File: config.mk
export PLATFORM = sky130hd
export DESIGN_NAME = boot_select_and_bus_grant
export DESIGN_NICKNAME = d
export VERILOG_FILES = /design/src/hdl/boot_grant_pkg.sv /design/src/hdl/boot_select_and_bus_grant.sv
export SDC_FILE = /design/constraint.sdc
export NUM_CORES = 1
export LEC_CHECK = 0
export BUFFER_PORTS_ARGS = -buffer_cell sky130_fd_sc_hd__clkbuf_2
export CAP_MARGIN = 20
export CORE_MARGIN = 5
export CORE_UTILIZATION = 48
export CTS_CLUSTER_SIZE = 25
export DETAILED_ROUTE_END_ITERATION = 6
export GPL_TIMING_DRIVEN = 0
export PLACE_DENSITY = 0.77
export SETUP_SLACK_MARGIN = 0.4
export SLEW_MARGIN = 10
export SYNTH_ARGS = -nofsm -noshare
export SYNTH_HDL_FRONTEND = slang
export SYNTH_SLANG_ARGS = --single-unit
File: constraint.sdc
create_clock -name i_clock -period 2.5 [get_ports i_clock]
set_input_delay 0.5 -clock i_clock [delete_from_list [all_inputs] [get_ports i_clock]]
set_output_delay 0.5 -clock i_clock [all_outputs]
set_load 0.01 [all_outputs]
File: src/hdl/boot_grant_pkg.sv
// Constants and carrier types for the boot selection and bus grant block.
// Assumes a single processor clock and a synchronous active high reset.
package boot_grant_pkg;
	localparam logic [2:0] MODE_BYTE_FULL = 3'h0;
	localparam logic [2:0] MODE_NO_BOOT = 3'h2;
	localparam logic [2:0] MODE_BYTE_HOST = 3'h4;
	localparam logic [2:0] MODE_HOST_PORT = 3'h5;
	localparam int COUNT_WIDTH = 14;
	localparam logic [13:0] BOOT_WORD_COUNT = 14'h0020;
	localparam logic [13:0] COUNT_RESET = 14'h0000;
	localparam logic [7:0] PAGE_RESET = 8'h00;
	localparam logic [13:0] ADDR_RESET = 14'h0000;
	localparam logic [1:0] FORMAT_RESET = 2'h0;
	localparam logic [2:0] PIN_SYNC_RESET = 3'h0;

	typedef struct packed {
		logic direction;
		logic [7:0] page;
		logic [13:0] internal_start;
		logic [13:0] external_start;
		logic [1:0] word_format;
		logic context_reset;
	} byte_dma_setup_type;

	typedef struct packed {
		logic prog_mem_select_n;
		logic data_mem_select_n;
		logic byte_mem_select_n;
		logic composite_select_n;
		logic io_space_select_n;
		logic rd_n;
		logic wr_n;
	} strobes_type;

	typedef enum {
		ST_RESET,
		ST_BYTE_BOOT,
		ST_HOST_WAIT,
		ST_RUN
	} boot_state_type;
endpackage

File: src/hdl/boot_select_and_bus_grant.sv
// Boot method selection after reset and external bus request and grant.
// Assumes the core drives access and byte DMA strobes on i_clock; pins are asynchronous.
`timescale 1ns/1ps
module boot_select_and_bus_grant (
	// Clock and reset.
	input wire logic i_clock,
	input wire logic i_sys_rst,
	// Configuration pins, C B A.
	input wire logic [2:0] i_mode_pins,
	// External bus master handshake.
	input wire logic i_ext_bus_req_n,
	output logic o_ext_bus_grant_n,
	output logic o_grant_hang_n,
	// Core side access status.
	input wire logic i_ext_access_busy,
	input wire logic i_ext_access_wanted,
	input wire logic i_run_until_external,
	input wire logic i_core_ready,
	// Core memory strobes and their drive enables.
	input wire boot_grant_pkg::strobes_type i_core_strobes,
	input wire logic i_core_bus_drive,
	output boot_grant_pkg::strobes_type o_strobes,
	output logic o_strobes_oe,
	output logic o_bus_oe,
	// Byte DMA word transfers and program memory writes.
	input wire logic i_byte_dma_word_done,
	input wire logic i_byte_dma_addr_lsb,
	input wire logic i_pm0_written,
	output logic [13:0] o_byte_dma_word_count,
	output boot_grant_pkg::byte_dma_setup_type o_byte_dma_setup,
	output logic o_byte_dma_active,
	output logic o_byte_dma_done_irq,
	output logic o_byte_addr_lsb,
	output logic o_byte_addr_lsb_oe,
	// Boot and execution results.
	output logic o_host_mode,
	output logic o_exec_hold,
	output logic o_context_clear,
	output logic o_core_halt
);
	logic [2:0] mode_s1_r, mode_s2_r, mode_s3_r;
	logic [2:0] req_sync_r;
	logic req_r;
	logic rst_d_r;
	logic [2:0] mode_r;
	boot_grant_pkg::boot_state_type state_r, state_nxt;
	logic [13:0] count_r;
	boot_grant_pkg::byte_dma_setup_type setup_r;
	logic granted_r;
	logic hang_r;
	logic halt_r;
	logic hold_r;
	logic host_r;
	logic irq_r;
	logic ctx_r;
	boot_grant_pkg::strobes_type strobes_r;
	logic strobes_oe_r, bus_oe_r, lsb_r, lsb_oe_r;
	logic release_edge;
	logic grant_ok;

	function automatic logic is_byte_boot(input logic [2:0] m);
		is_byte_boot = (m == boot_grant_pkg::MODE_BYTE_FULL) || (m == boot_grant_pkg::MODE_BYTE_HOST);
	endfunction

	// Pin synchronisers; the request bit only counts once stages two and three agree, the mode bits are taken from stage two.
	always_ff @(posedge i_clock) begin
		mode_s1_r <= i_mode_pins;
		mode_s2_r <= mode_s1_r;
		mode_s3_r <= mode_s2_r;
		req_sync_r <= {req_sync_r[1:0], ~i_ext_bus_req_n};
	end

	always_ff @(posedge i_clock) begin
		if (req_sync_r[1] == req_sync_r[2]) begin
			req_r <= req_sync_r[2];
		end
	end

	// Reset release detection and mode capture.
	always_ff @(posedge i_clock) begin
		rst_d_r <= i_sys_rst;
	end
	assign release_edge = rst_d_r && !i_sys_rst;

	always_ff @(posedge i_clock) begin
		if (release_edge && (mode_s2_r == mode_s3_r)) begin
			mode_r <= mode_s3_r;
		end else if (release_edge) begin
			mode_r <= mode_s2_r;
		end
	end

	// Boot sequencing.
	always_comb begin
		state_nxt = state_r;
		case (state_r)
			boot_grant_pkg::ST_RESET: begin
				if (release_edge) begin
					if (is_byte_boot(mode_s2_r)) begin
						state_nxt = boot_grant_pkg::ST_BYTE_BOOT;
					end else if (mode_s2_r == boot_grant_pkg::MODE_HOST_PORT) begin
						state_nxt = boot_grant_pkg::ST_HOST_WAIT;
					end else begin
						state_nxt = boot_grant_pkg::ST_RUN;
					end
				end
			end
			boot_grant_pkg::ST_BYTE_BOOT: begin
				if (i_byte_dma_word_done && (count_r == 14'h0001)) begin
					state_nxt = boot_grant_pkg::ST_RUN;
				end
			end
			boot_grant_pkg::ST_HOST_WAIT: begin
				if (i_pm0_written) begin
					state_nxt = boot_grant_pkg::ST_RUN;
				end
			end
			boot_grant_pkg::ST_RUN: begin
				state_nxt = boot_grant_pkg::ST_RUN;
			end
			default: begin
				state_nxt = boot_grant_pkg::ST_RESET;
			end
		endcase
	end

	always_ff @(posedge i_clock) begin
		if (i_sys_rst) begin
			state_r <= boot_grant_pkg::ST_RESET;
		end else begin
			state_r <= state_nxt;
		end
	end

	// Byte DMA setup and word count.
	always_ff @(posedge i_clock) begin
		if (i_sys_rst) begin
			setup_r.direction <= 1'b0;
			setup_r.page <= boot_grant_pkg::PAGE_RESET;
			setup_r.internal_start <= boot_grant_pkg::ADDR_RESET;
			setup_r.external_start <= boot_grant_pkg::ADDR_RESET;
			setup_r.word_format <= boot_grant_pkg::FORMAT_RESET;
			setup_r.context_reset <= is_byte_boot(mode_s2_r);
		end else if (state_r == boot_grant_pkg::ST_BYTE_BOOT && state_nxt == boot_grant_pkg::ST_RUN) begin
			setup_r.context_reset <= 1'b0;
		end
	end

	always_ff @(posedge i_clock) begin
		if (i_sys_rst) begin
			count_r <= is_byte_boot(mode_s2_r) ? boot_grant_pkg::BOOT_WORD_COUNT : boot_grant_pkg::COUNT_RESET;
		end else if (i_byte_dma_word_done && count_r != boot_grant_pkg::COUNT_RESET) begin
			count_r <= count_r - 14'h0001;
		end
	end

	always_ff @(posedge i_clock) begin
		if (i_sys_rst) begin
			irq_r <= 1'b0;
		end else begin
			irq_r <= i_byte_dma_word_done && (count_r == 14'h0001);
		end
	end

	// Execution hold, context clear and host mode.
	always_ff @(posedge i_clock) begin
		if (i_sys_rst) begin
			hold_r <= 1'b1;
			ctx_r <= 1'b0;
			host_r <= 1'b0;
		end else begin
			hold_r <= (state_nxt != boot_grant_pkg::ST_RUN);
			ctx_r <= (state_r == boot_grant_pkg::ST_BYTE_BOOT) && (state_nxt == boot_grant_pkg::ST_RUN);
			host_r <= (mode_r == boot_grant_pkg::MODE_BYTE_HOST) || (mode_r == boot_grant_pkg::MODE_HOST_PORT);
		end
	end

	// Bus grant, live through reset and boot.
	assign grant_ok = req_r && !i_ext_access_busy;

	always_ff @(posedge i_clock) begin
		if (!req_r) begin
			granted_r <= 1'b0;
		end else if (grant_ok) begin
			granted_r <= 1'b1;
		end
	end

	always_ff @(posedge i_clock) begin
		if (!req_r) begin
			halt_r <= 1'b0;
			hang_r <= 1'b0;
		end else begin
			halt_r <= grant_ok && (!i_run_until_external || i_ext_access_wanted);
			hang_r <= (granted_r || grant_ok) && i_core_ready && i_ext_access_wanted;
		end
	end

	// Pin drivers, floated while granted.
	always_ff @(posedge i_clock) begin
		strobes_r <= i_core_strobes;
		strobes_oe_r <= !(req_r && (granted_r || grant_ok));
		bus_oe_r <= !(req_r && (granted_r || grant_ok)) && i_core_bus_drive;
		lsb_r <= i_byte_dma_addr_lsb;
		lsb_oe_r <= !(req_r && (granted_r || grant_ok)) && host_r && (count_r != boot_grant_pkg::COUNT_RESET);
	end

	assign o_ext_bus_grant_n = !granted_r;
	assign o_grant_hang_n = !hang_r;
	assign o_strobes = strobes_r;
	assign o_strobes_oe = strobes_oe_r;
	assign o_bus_oe = bus_oe_r;
	assign o_byte_dma_word_count = count_r;
	assign o_byte_dma_setup = setup_r;
	assign o_byte_dma_active = setup_r.context_reset;
	assign o_byte_dma_done_irq = irq_r;
	assign o_byte_addr_lsb = lsb_r;
	assign o_byte_addr_lsb_oe = lsb_oe_r;
	assign o_host_mode = host_r;
	assign o_exec_hold = hold_r;
	assign o_context_clear = ctx_r;
	assign o_core_halt = halt_r;
endmodule

Word-level counts from Yosys, hierarchy flattened
Index checks and enable logic that the tools add are counted.
{"block": "word_totals", "inputBits": 21, "regBits": 82}
{"block": "classes", "reduce_logical": 29, "addsub": 1, "n_mux": 13, "n_eq_ne": 13, "bitwise_logic": 1}
{"operator": "$pmux W32 S4", "count": 1}
{"operator": "$eq A32 B2 Y1 const B", "count": 3}
{"operator": "$mux W32", "count": 3}
{"operator": "$eq A32 B1 Y1 const B", "count": 1}
{"operator": "$eq A32 B3 Y1 const B", "count": 1}
{"operator": "$logic_not A32 Y1", "count": 1}
{"operator": "$ne A32 B3 Y1 const B", "count": 1}
{"operator": "$mux W14", "count": 2}
{"operator": "$eq A14 B1 Y1 const B", "count": 1}
{"operator": "$reduce_bool A14 Y1", "count": 1}
{"operator": "$sub A14 B1 Y14 const B", "count": 1}
{"operator": "$logic_and A1 B1 Y1", "count": 13}
{"operator": "$eq A3 B3 Y1 const B", "count": 4}
{"operator": "$logic_not A1 Y1", "count": 6}
{"operator": "$mux W3", "count": 2}
{"operator": "$mux W6", "count": 1}
{"operator": "$reduce_bool A2 Y1", "count": 3}
{"operator": "$logic_or A1 B1 Y1", "count": 4}
{"operator": "$eq A3 B3 Y1", "count": 1}
{"operator": "$logic_not A3 Y1", "count": 1}
{"operator": "$mux W1", "count": 3}
{"operator": "$mux W2", "count": 1}
{"operator": "$eq A1 B1 Y1", "count": 1}
{"operator": "$not A1 Y1", "count": 1}

Depth between registers and ports, before layout
Gate-level depths: netlist of run 1.
{"block": "depth", "depth_word": 9, "mapped_depth": 6}

Least setup slack after synthesis of run 1
Ideal clock, no wire load.
{"block": "synth_path", "path_kind": "register to register", "startpoint": "reg count_r[6], in the netlist o_byte_dma_word_count[6]", "endpoint": "reg count_r[0], in the netlist o_byte_dma_word_count[0], enable pin", "stages_incl_launch_ff": 5, "arrival_ps": 1634, "slack_ps": 562, "n_path_buf": 0, "path_cell_list": "edfxtp_1 nor4_4 nand4_2 or2_1 a21o_1"}
{"block": "synth_via", "elab_chain_cells": 3}
{"item": "from (decl)", "line": "boot_select_and_bus_grant.sv:47", "text": "logic [13:0] count_r;"}
{"item": "from (signal assigned)", "line": "boot_select_and_bus_grant.sv:151", "text": "count_r <= is_byte_boot(mode_s2_r) ? boot_grant_pkg::BOOT_WORD_COUNT : boot_grant_pkg::COUNT_RESET;"}
{"item": "from (signal assigned)", "line": "boot_select_and_bus_grant.sv:153", "text": "count_r <= count_r - 14'h0001;"}
{"item": "$reduce_bool A14 Y1", "line": "boot_select_and_bus_grant.sv:152", "text": "end else if (i_byte_dma_word_done && count_r != boot_grant_pkg::COUNT_RESET) begin"}
{"item": "$logic_and A1 B1 Y1", "line": "boot_select_and_bus_grant.sv:152"}
{"item": "$reduce_bool A2 Y1 (no source line)"}
Every way passes these cells.
A chain may end at the register's enable or synchronous reset.

Worst setup path after layout of run 1
{"block": "layout_path", "startpoint": "reg count_r[0], in the netlist o_byte_dma_word_count[0]", "endpoint": "reg count_r[10], in the netlist o_byte_dma_word_count[10] (data pin)"}
{"block": "layout_via", "elab_chain_cells": 3}
{"item": "$sub A14 B1 Y14", "line": "boot_select_and_bus_grant.sv:153"}
{"item": "$mux W14", "line": "boot_select_and_bus_grant.sv:152"}
{"item": "$mux W14", "line": "boot_select_and_bus_grant.sv:150", "text": "if (i_sys_rst) begin"}
Every way passes these cells. The select of a mux whose other input is x is not followed.

==> results of run 1 <==
-- cell usage after synthesis (all sizes together) --
cell type,number,share of area (%)
dfxtp,60,45
nand2,4,0.56
conb,1,0.14
nand4,4,1.2
nand2b,1,0.23
o41ai,1,0.61
a21o,3,0.84
a21oi,1,0.19
ha,3,1.4
buf,40,11
o31a,1,0.33
nor2,20,2.8
a31oi,1,0.23
or2,2,0.47
inv,10,1.4
nand3b,1,0.28
nor3b,3,0.84
o31ai,1,0.28
clkbuf,4,0.56
nor3,4,0.75
nand3,1,0.19
nor2b,1,0.23
and4bb,1,0.47
nand4b,1,0.33
xor2,6,2.0
o21ai,1,0.19
edfxtp,18,20
or4,1,0.42
xnor2,6,2.0
and2,4,0.93
and3,3,0.70
o311ai,1,0.33
nor4,10,3.1
-- through the flow --
step	utilization, %	instances	setup WS (ns)	hold WS, ns	instance area, µm²
5_1_grt	64.43	430	0.4021	0.2303	3526
4_1_cts	64.40	430	0.4484	0.2416	3525
3_5_place_dp	60.27	413	0.3494	0.3121	3298
3_3_place_gp	60.27	413	0.3740	0.3115	3298
2_1_floorplan	-	287	0.5620	0.3096	2938
6_report	64.43	430	0.5173	0.2614	3526
-- registers in the layout (all words and copies together) (netlist names), 2 cells and up --
| register | cells |
|---|---|
| mode_s1_r | 3 |
| mode_s2_r | 3 |
| req_sync_r | 3 |
| mode_r | 2 |
| state_r | 32 |
| o_byte_dma_word_count | 14 |
| o_strobes | 7 |
-- kinds of logic (layout without fill, tap and decap cells) --
group                    Yosys count  count (layout)  share of synthesized area (%)
buffers and inverters             54             125                          13.15
adder cells (fa/ha/maj)            3               3                          1.399
AND/OR/NAND/NOR                   61              61                          13.48
other                              1              69                         0.1398
flip-flops                        78              78                          64.93
XOR/XNOR                          12              12                          3.918
AO/OA/AOI/OAI                     10              10                          2.985
-- routing by layer --
layer | global-route usage, % | wire, µm
met2 | 20.71 | 2109
met3 | 6.183 | 424
met5 | 0 | 0
met4 | 4.748 | 42
met1 | 13.11 | 1694
-- power by group through the flow --
stage	combinational [mW]	clock (mW)	sequential, mW
5_1_grt	0.347	1.11	1.46
2_1_floorplan	0.196	0	1.49
6_report	0.310	1.01	1.45
3_3_place_gp	0.297	0	1.47
3_5_place_dp	0.302	0	1.48
4_1_cts	0.308	1.04	1.45
-- area by class of cell --
cell class / count / share of cell area [%]
Buffer: 44 / 8.943
Multi-Input combinational cell: 155 / 23.95
Timing Repair Buffer: 55 / 7.878
Clock inverter: 7 / 2.697
Inverter: 10 / 1.065
Sequential cell: 78 / 49.40
Clock buffer: 9 / 3.513
Tap cell: 72 / 2.555
-- worst max-delay path, cell delays in order, from the launching register on --
cell and delay, ns:
sky130_fd_sc_hd__edfxtp_1 0.48, sky130_fd_sc_hd__inv_1 0.12, sky130_fd_sc_hd__ha_1 0.18, sky130_fd_sc_hd__nor3b_1 0.54, sky130_fd_sc_hd__nand3_1 0.17, sky130_fd_sc_hd__xor2_1 0.18
sky130_fd_sc_hd__nor2_1 0.06
-- final timing paths --
kind	startpoint	to
worst max register to register	o_byte_dma_word_count[0]	o_byte_dma_word_count[10]
worst min register to register	req_sync_r[0]	req_sync_r[1]
worst min-delay path	i_core_strobes[5]	o_strobes[5]
worst max-delay path	o_byte_dma_word_count[0]	o_byte_dma_word_count[10]
-- what timing repair did --
action | in CTS | in global routing
gates resized for setup | 0 | 1
pin swaps | 1 | 0
hold endpoints to repair | 0 | 0
buffers inserted | 1 | 0
endpoints found under the setup margin | 14 | 14
==> impl_summary.txt, run 1 <==
----------------------------------------------------
[Die]
  Die outline height ... 84.76 µm
  Number of ports placed on the die boundary ... 94
  X dimension of the die ... between 80 and 90 µm
  Starting density of the core ... 49.02%
  Area of the die ... between 7000 and 8000 µm²
  Rows ... 27
  Placeable core area ... 5473 µm²

[STA]
  Transition time of the tightest slew-check pin ... between 0.6 and 0.7 ns
  Final hold vios ... 0
  Final count of pins violating max slew ... 0
  Final critical-path share of the clock period ... slightly below 80%
  Worst-case headroom to the max-slew limit ... 58.24%
  Maximum clock rate ... 504.4 MHz
  Setup TNS Final ... 0 ns
  Fin Clk Skew ... 0.004544 ns
  Finish-stage setup viols ... 0
  Minimum clock period ... 1.983 ns
  Setup repair after global routing missed its margin ... false

[Worst setup path]
  Data required, critical path ... 2.58 ns
  Worst Reg2Reg Path Length in Cells ... 6
  Arrival time worst endpoint ... around 2.1 ns
  CP Launch Type ... flop
  Register-to-register path setup slack ... 0.52 ns
  Kind of end point of the critical path ... flop
  Critical path peak fanout ... 6
  Crit Path Class ... reg2reg

[Cells and area]
  Leading cell type in the layout, fill and taps excluded ... sky130_fd_sc_hd__conb_1
  Layout cell share with drive strength beyond 1 ... between 30% and 40%
  Fill cell instance count of the final layout ... 446
  Nets ... 377
  Commonest cells after routing, fill and taps aside ... sky130_fd_sc_hd__conb_1, sky130_fd_sc_hd__dfxtp_1, sky130_fd_sc_hd__clkbuf_2
  Antenna diodes ... 0
  Area taken by multi-input logic gates ... 844.6 µm²
  Register area ... 1742 µm²
  Area growth from synthesis to layout ... 31.44%

[Clock network]
  Worst-Skew Late Latency ... roughly 0.33 ns
  CTS tree ... done
  Root buffer cell ... sky130_fd_sc_hd__clkbuf_8
  CTS hold repair buffers ... 0
  Total number of H-tree levels ... 3
  Number of buffers inserted during clock tree synthesis ... 9
  Clock-pin slew on the worst setup and hold paths ... 0.08 ns
  Maximum clock insertion buffer count ... 2
  Clock Sinks ... 78

[Detailed routing]
  Detailed-route wire length ... around 4300 µm
  Iteration-0 DRC count of the detailed router ... 38
  Via-per-instance ratio ... 3.940
  Total via count in the routed design ... around 1,700
  Total DRC errors in the routed layout ... 0
  Pre-Repair DR Iteration Count ... 4
  WL/cell ... around 9.9 µm
  Antenna Violating Nets Remaining ... 0

[Yosys]
  Post-synthesis sequential area ratio ... 64.93%
  Mapped cell area ... 2683 µm²
  Synth cell types ... 37
  Number of warnings printed during yosys synthesis ... 0
  Number of standard cells after synthesis ... 219
  Mean post-synth cell area ... 12.25 µm²
  Number of synthesized register bits ... 78

[Flow run]
  Number of max-capacitance violations reported ... 0

[Power]
  Seq pwr share ... a little over half
  Internal power component ... ~2.1 mW
  Static leakage power ... 1.736 nW
  Largest voltage drop on the vdd net ... 0.6595 mV
  Switching Fraction ... 24.03%
  Power density over the cells ... 783.9 nW/µm²
  Part of the total power dissipated in combinational logic ... 11.2%
  Clock power share ... between 30% and 40%
  Power Total ... 2.764 mW
  Psw ... approximately 0.66 mW

[GRT]
  Vias in the first global route ... 1,619
  Initial antenna violation count ... 0
  Wire length of the first global-routing pass ... 6913 µm
  Maximum number of pins on one net before global-route repair ... 15
  GR Util All Layers ... 12.28%
  Total congestion overflow ... 0

[Worst hold path]
  Worst Hold Class ... in2reg
  Worst Hold Path Cells ... 1

[Place]
  Routability congestion estimate ... 0.7668
  Port Buf Inserts ... 54
  Dpl hpwl ... ~3300 µm

[Run status]
  Result of the run ... finished, final reports clean

----------------------------------------------------
Note: power is estimated with default switching activity, not from simulation.
==> inputs of run 2 (changes only) <==
==> constraint.sdc (replaced) <==
create_clock -name i_clock -period 2 [get_ports i_clock]
set_input_delay 0.4 -clock i_clock [delete_from_list [all_inputs] [get_ports i_clock]]
set_output_delay 0.4 -clock i_clock [all_outputs]
set_load 0.01 [all_outputs]
==> impl_summary.txt, run 2 (synthesis gave the netlist of run 1 again) <==
----------------------------------------------------
[Detailed routing]
  Via-per-instance ratio ... a little over 4
  Pre-Repair DR Iteration Count ... 4
  Total via count in the routed design ... approximately 1,800
  Detailed-route wire length ... 4967 µm
  Iteration-0 DRC count of the detailed router ... 89
  Antenna Violating Nets Remaining ... 0
  WL/cell ... 11.01 µm
  Total DRC errors in the routed layout ... 0

[Worst setup path]
  Data required, critical path ... 2.10 ns
  Critical path peak fanout ... 7
  Kind of end point of the critical path ... flop
  Crit Path Class ... reg2reg
  Launch point of the critical path ... o_byte_dma_word_count[7]
  Highest cell delay on the worst timing path ... 0.44 ns
  Ordered list of cells on the worst path ... nor4_4 -> nand4_2 -> or2_4 -> a21o_4
  CP Launch Type ... flop
  Dominant delay contributor by cell family on the critical path ... simple AND/OR/NAND/NOR gates
  Startpoint of the worst register-to-register path ... o_byte_dma_word_count[7]
  Count of buffering cells on the critical path with inverters included ... 0
  Cell with the largest stage delay on the worst path ... sky130_fd_sc_hd__edfxtp_1
  Arrival time worst endpoint ... roughly 1.9 ns

[GRT]
  Total congestion overflow ... 0
  Initial antenna violation count ... 0
  Maximum number of pins on one net before global-route repair ... 15
  Vias in the first global route ... 1,793
  GR Util All Layers ... between 10% and 20%
  Wire length of the first global-routing pass ... between 7000 and 8000 µm

[Clock network]
  Number of buffers inserted during clock tree synthesis ... 9
  Maximum clock insertion buffer count ... 2
  Root buffer cell ... sky130_fd_sc_hd__clkbuf_8
  Total number of H-tree levels ... 3
  CTS hold repair buffers ... 0
  CTS tree ... done
  Clock-pin slew on the worst setup and hold paths ... 0.08 ns
  Clock Sinks ... 78
  Worst-Skew Late Latency ... 0.34 ns

[Worst hold path]
  Hold path start ... i_core_strobes[4]
  Worst Hold Class ... in2reg

[Power]
  Power density over the cells ... 909.7 nW/µm²
  Largest voltage drop on the vdd net ... 0.6594 mV
  Psw ... 0.9101 mW
  Clock power share ... 31.2%
  Switching Fraction ... 26.64%
  Internal power component ... 2.507 mW
  Static leakage power ... approximately 1.9 nW
  Seq pwr share ... 52.5%
  Part of the total power dissipated in combinational logic ... 16.3%
  Power Total ... 3.417 mW

[Die]
  Rows ... 27
  X dimension of the die ... 84.76 µm
  Area of the die ... 7183 µm²
  Die outline height ... approximately 85 µm
  Placeable core area ... 5473 µm²
  Number of ports placed on the die boundary ... 94
  Starting density of the core ... 49.02%

[Place]
  Routability congestion estimate ... 0.7779
  Dpl hpwl ... 3394 µm
  Port Buf Inserts ... 54

[Cells and area]
  Commonest cells after routing, fill and taps aside ... sky130_fd_sc_hd__conb_1, sky130_fd_sc_hd__dfxtp_1, sky130_fd_sc_hd__buf_4
  Register name with the most flops ... state_r
  Nets ... 398
  Antenna diodes ... 0
  Flip-flop count of the largest register after layout ... 32
  Area growth from synthesis to layout ... 40.02%
  Layout cell share with drive strength beyond 1 ... 39.58%
  Leading cell type in the layout, fill and taps excluded ... sky130_fd_sc_hd__conb_1

[STA]
  Minimum clock period ... about 1.8 ns
  Finish-stage setup viols ... 0
  Worst hold-check slack ... around 0.15 ns
  Maximum clock rate ... 555.7 MHz
  Worst-case headroom to the max-slew limit ... roughly 63%
  Setup repair after global routing missed its margin ... true
  Fin Clk Skew ... around 0.0054 ns
  Final hold vios ... 0
  Final count of pins violating max slew ... 0
  Transition time of the tightest slew-check pin ... 0.5504 ns
  Final critical-path share of the clock period ... 89.98%

[Flow run]
  Number of max-capacitance violations reported ... 0

[Run status]
  Result of the run ... finished, final reports clean

----------------------------------------------------
run 2: changes by cell type in the layout (fill, tap and decap cells not counted), sizes merged:
cell      delta
buf         +21
a21o         +1
clkinvlp     +1
bufinv       -2
run 2: cell type report:
type	count	area, µm²
flip-flops and latches	78	1742
fillers	444	1717
multi-input cells	156	945.9
repair buffers	75	445.4
plain buffers	44	315.3
clock buffers	10	137.6
well taps	72	90.09
clock inverters	6	42.54
inverters	10	37.54
run 2: timing repair:
item,4_1_cts,5_1_grt
setup buffers,16,5
pin swaps,7,5
gates resized for setup,11,8
endpoints found under the setup margin,28,30
cloned,1,0
run 2: per-layer routing:
layer  global-route usage, %  routed length, µm  vias up
met5                       0                  0        -
met3                   5.790                478        9
li1                        -                  -      935
met2                   24.41               2565       73
met1                   15.19               1838      820
met4                   6.475                 85        0
run 2: path summary, 6_finish.rpt:
check | to | slack, ns | depth (start not counted)
worst max-delay path | o_byte_dma_word_count[13] | 0.20 | 4
worst max register to register | o_byte_dma_word_count[13] | 0.20 | 4
worst min register to register | mode_s2_r[1] | 0.33 | 0
worst min-delay path | o_strobes[4] | 0.15 | 1
run 2: through the flow:
| step | worst slack [ns] | setup TNS [ns] | instances | instance area, µm² | util (%) |
|---|---|---|---|---|---|
| 2_1_floorplan | 0.1445 | 0 | 287 | 2962 | - |
| 3_3_place_gp | -0.008802 | -0.1165 | 413 | 3322 | 60.70 |
| 3_5_place_dp | -0.03395 | -0.4833 | 413 | 3322 | 60.70 |
| 4_1_cts | 0.2358 | 0 | 446 | 3670 | 67.06 |
| 5_1_grt | 0.1490 | 0 | 451 | 3756 | 68.63 |
| 6_report | 0.2003 | 0 | 451 | 3756 | 68.63 |
run 2: power groups by stage:
stage | Clock, mW | Sequential, mW | Combinational [mW]
after global routing | 1.18 | 1.81 | 0.608
after floorplan | 0 | 1.86 | 0.252
after detailed placement | 0 | 1.85 | 0.386
final | 1.07 | 1.79 | 0.557
after global placement | 0 | 1.85 | 0.379
after CTS | 1.09 | 1.80 | 0.494
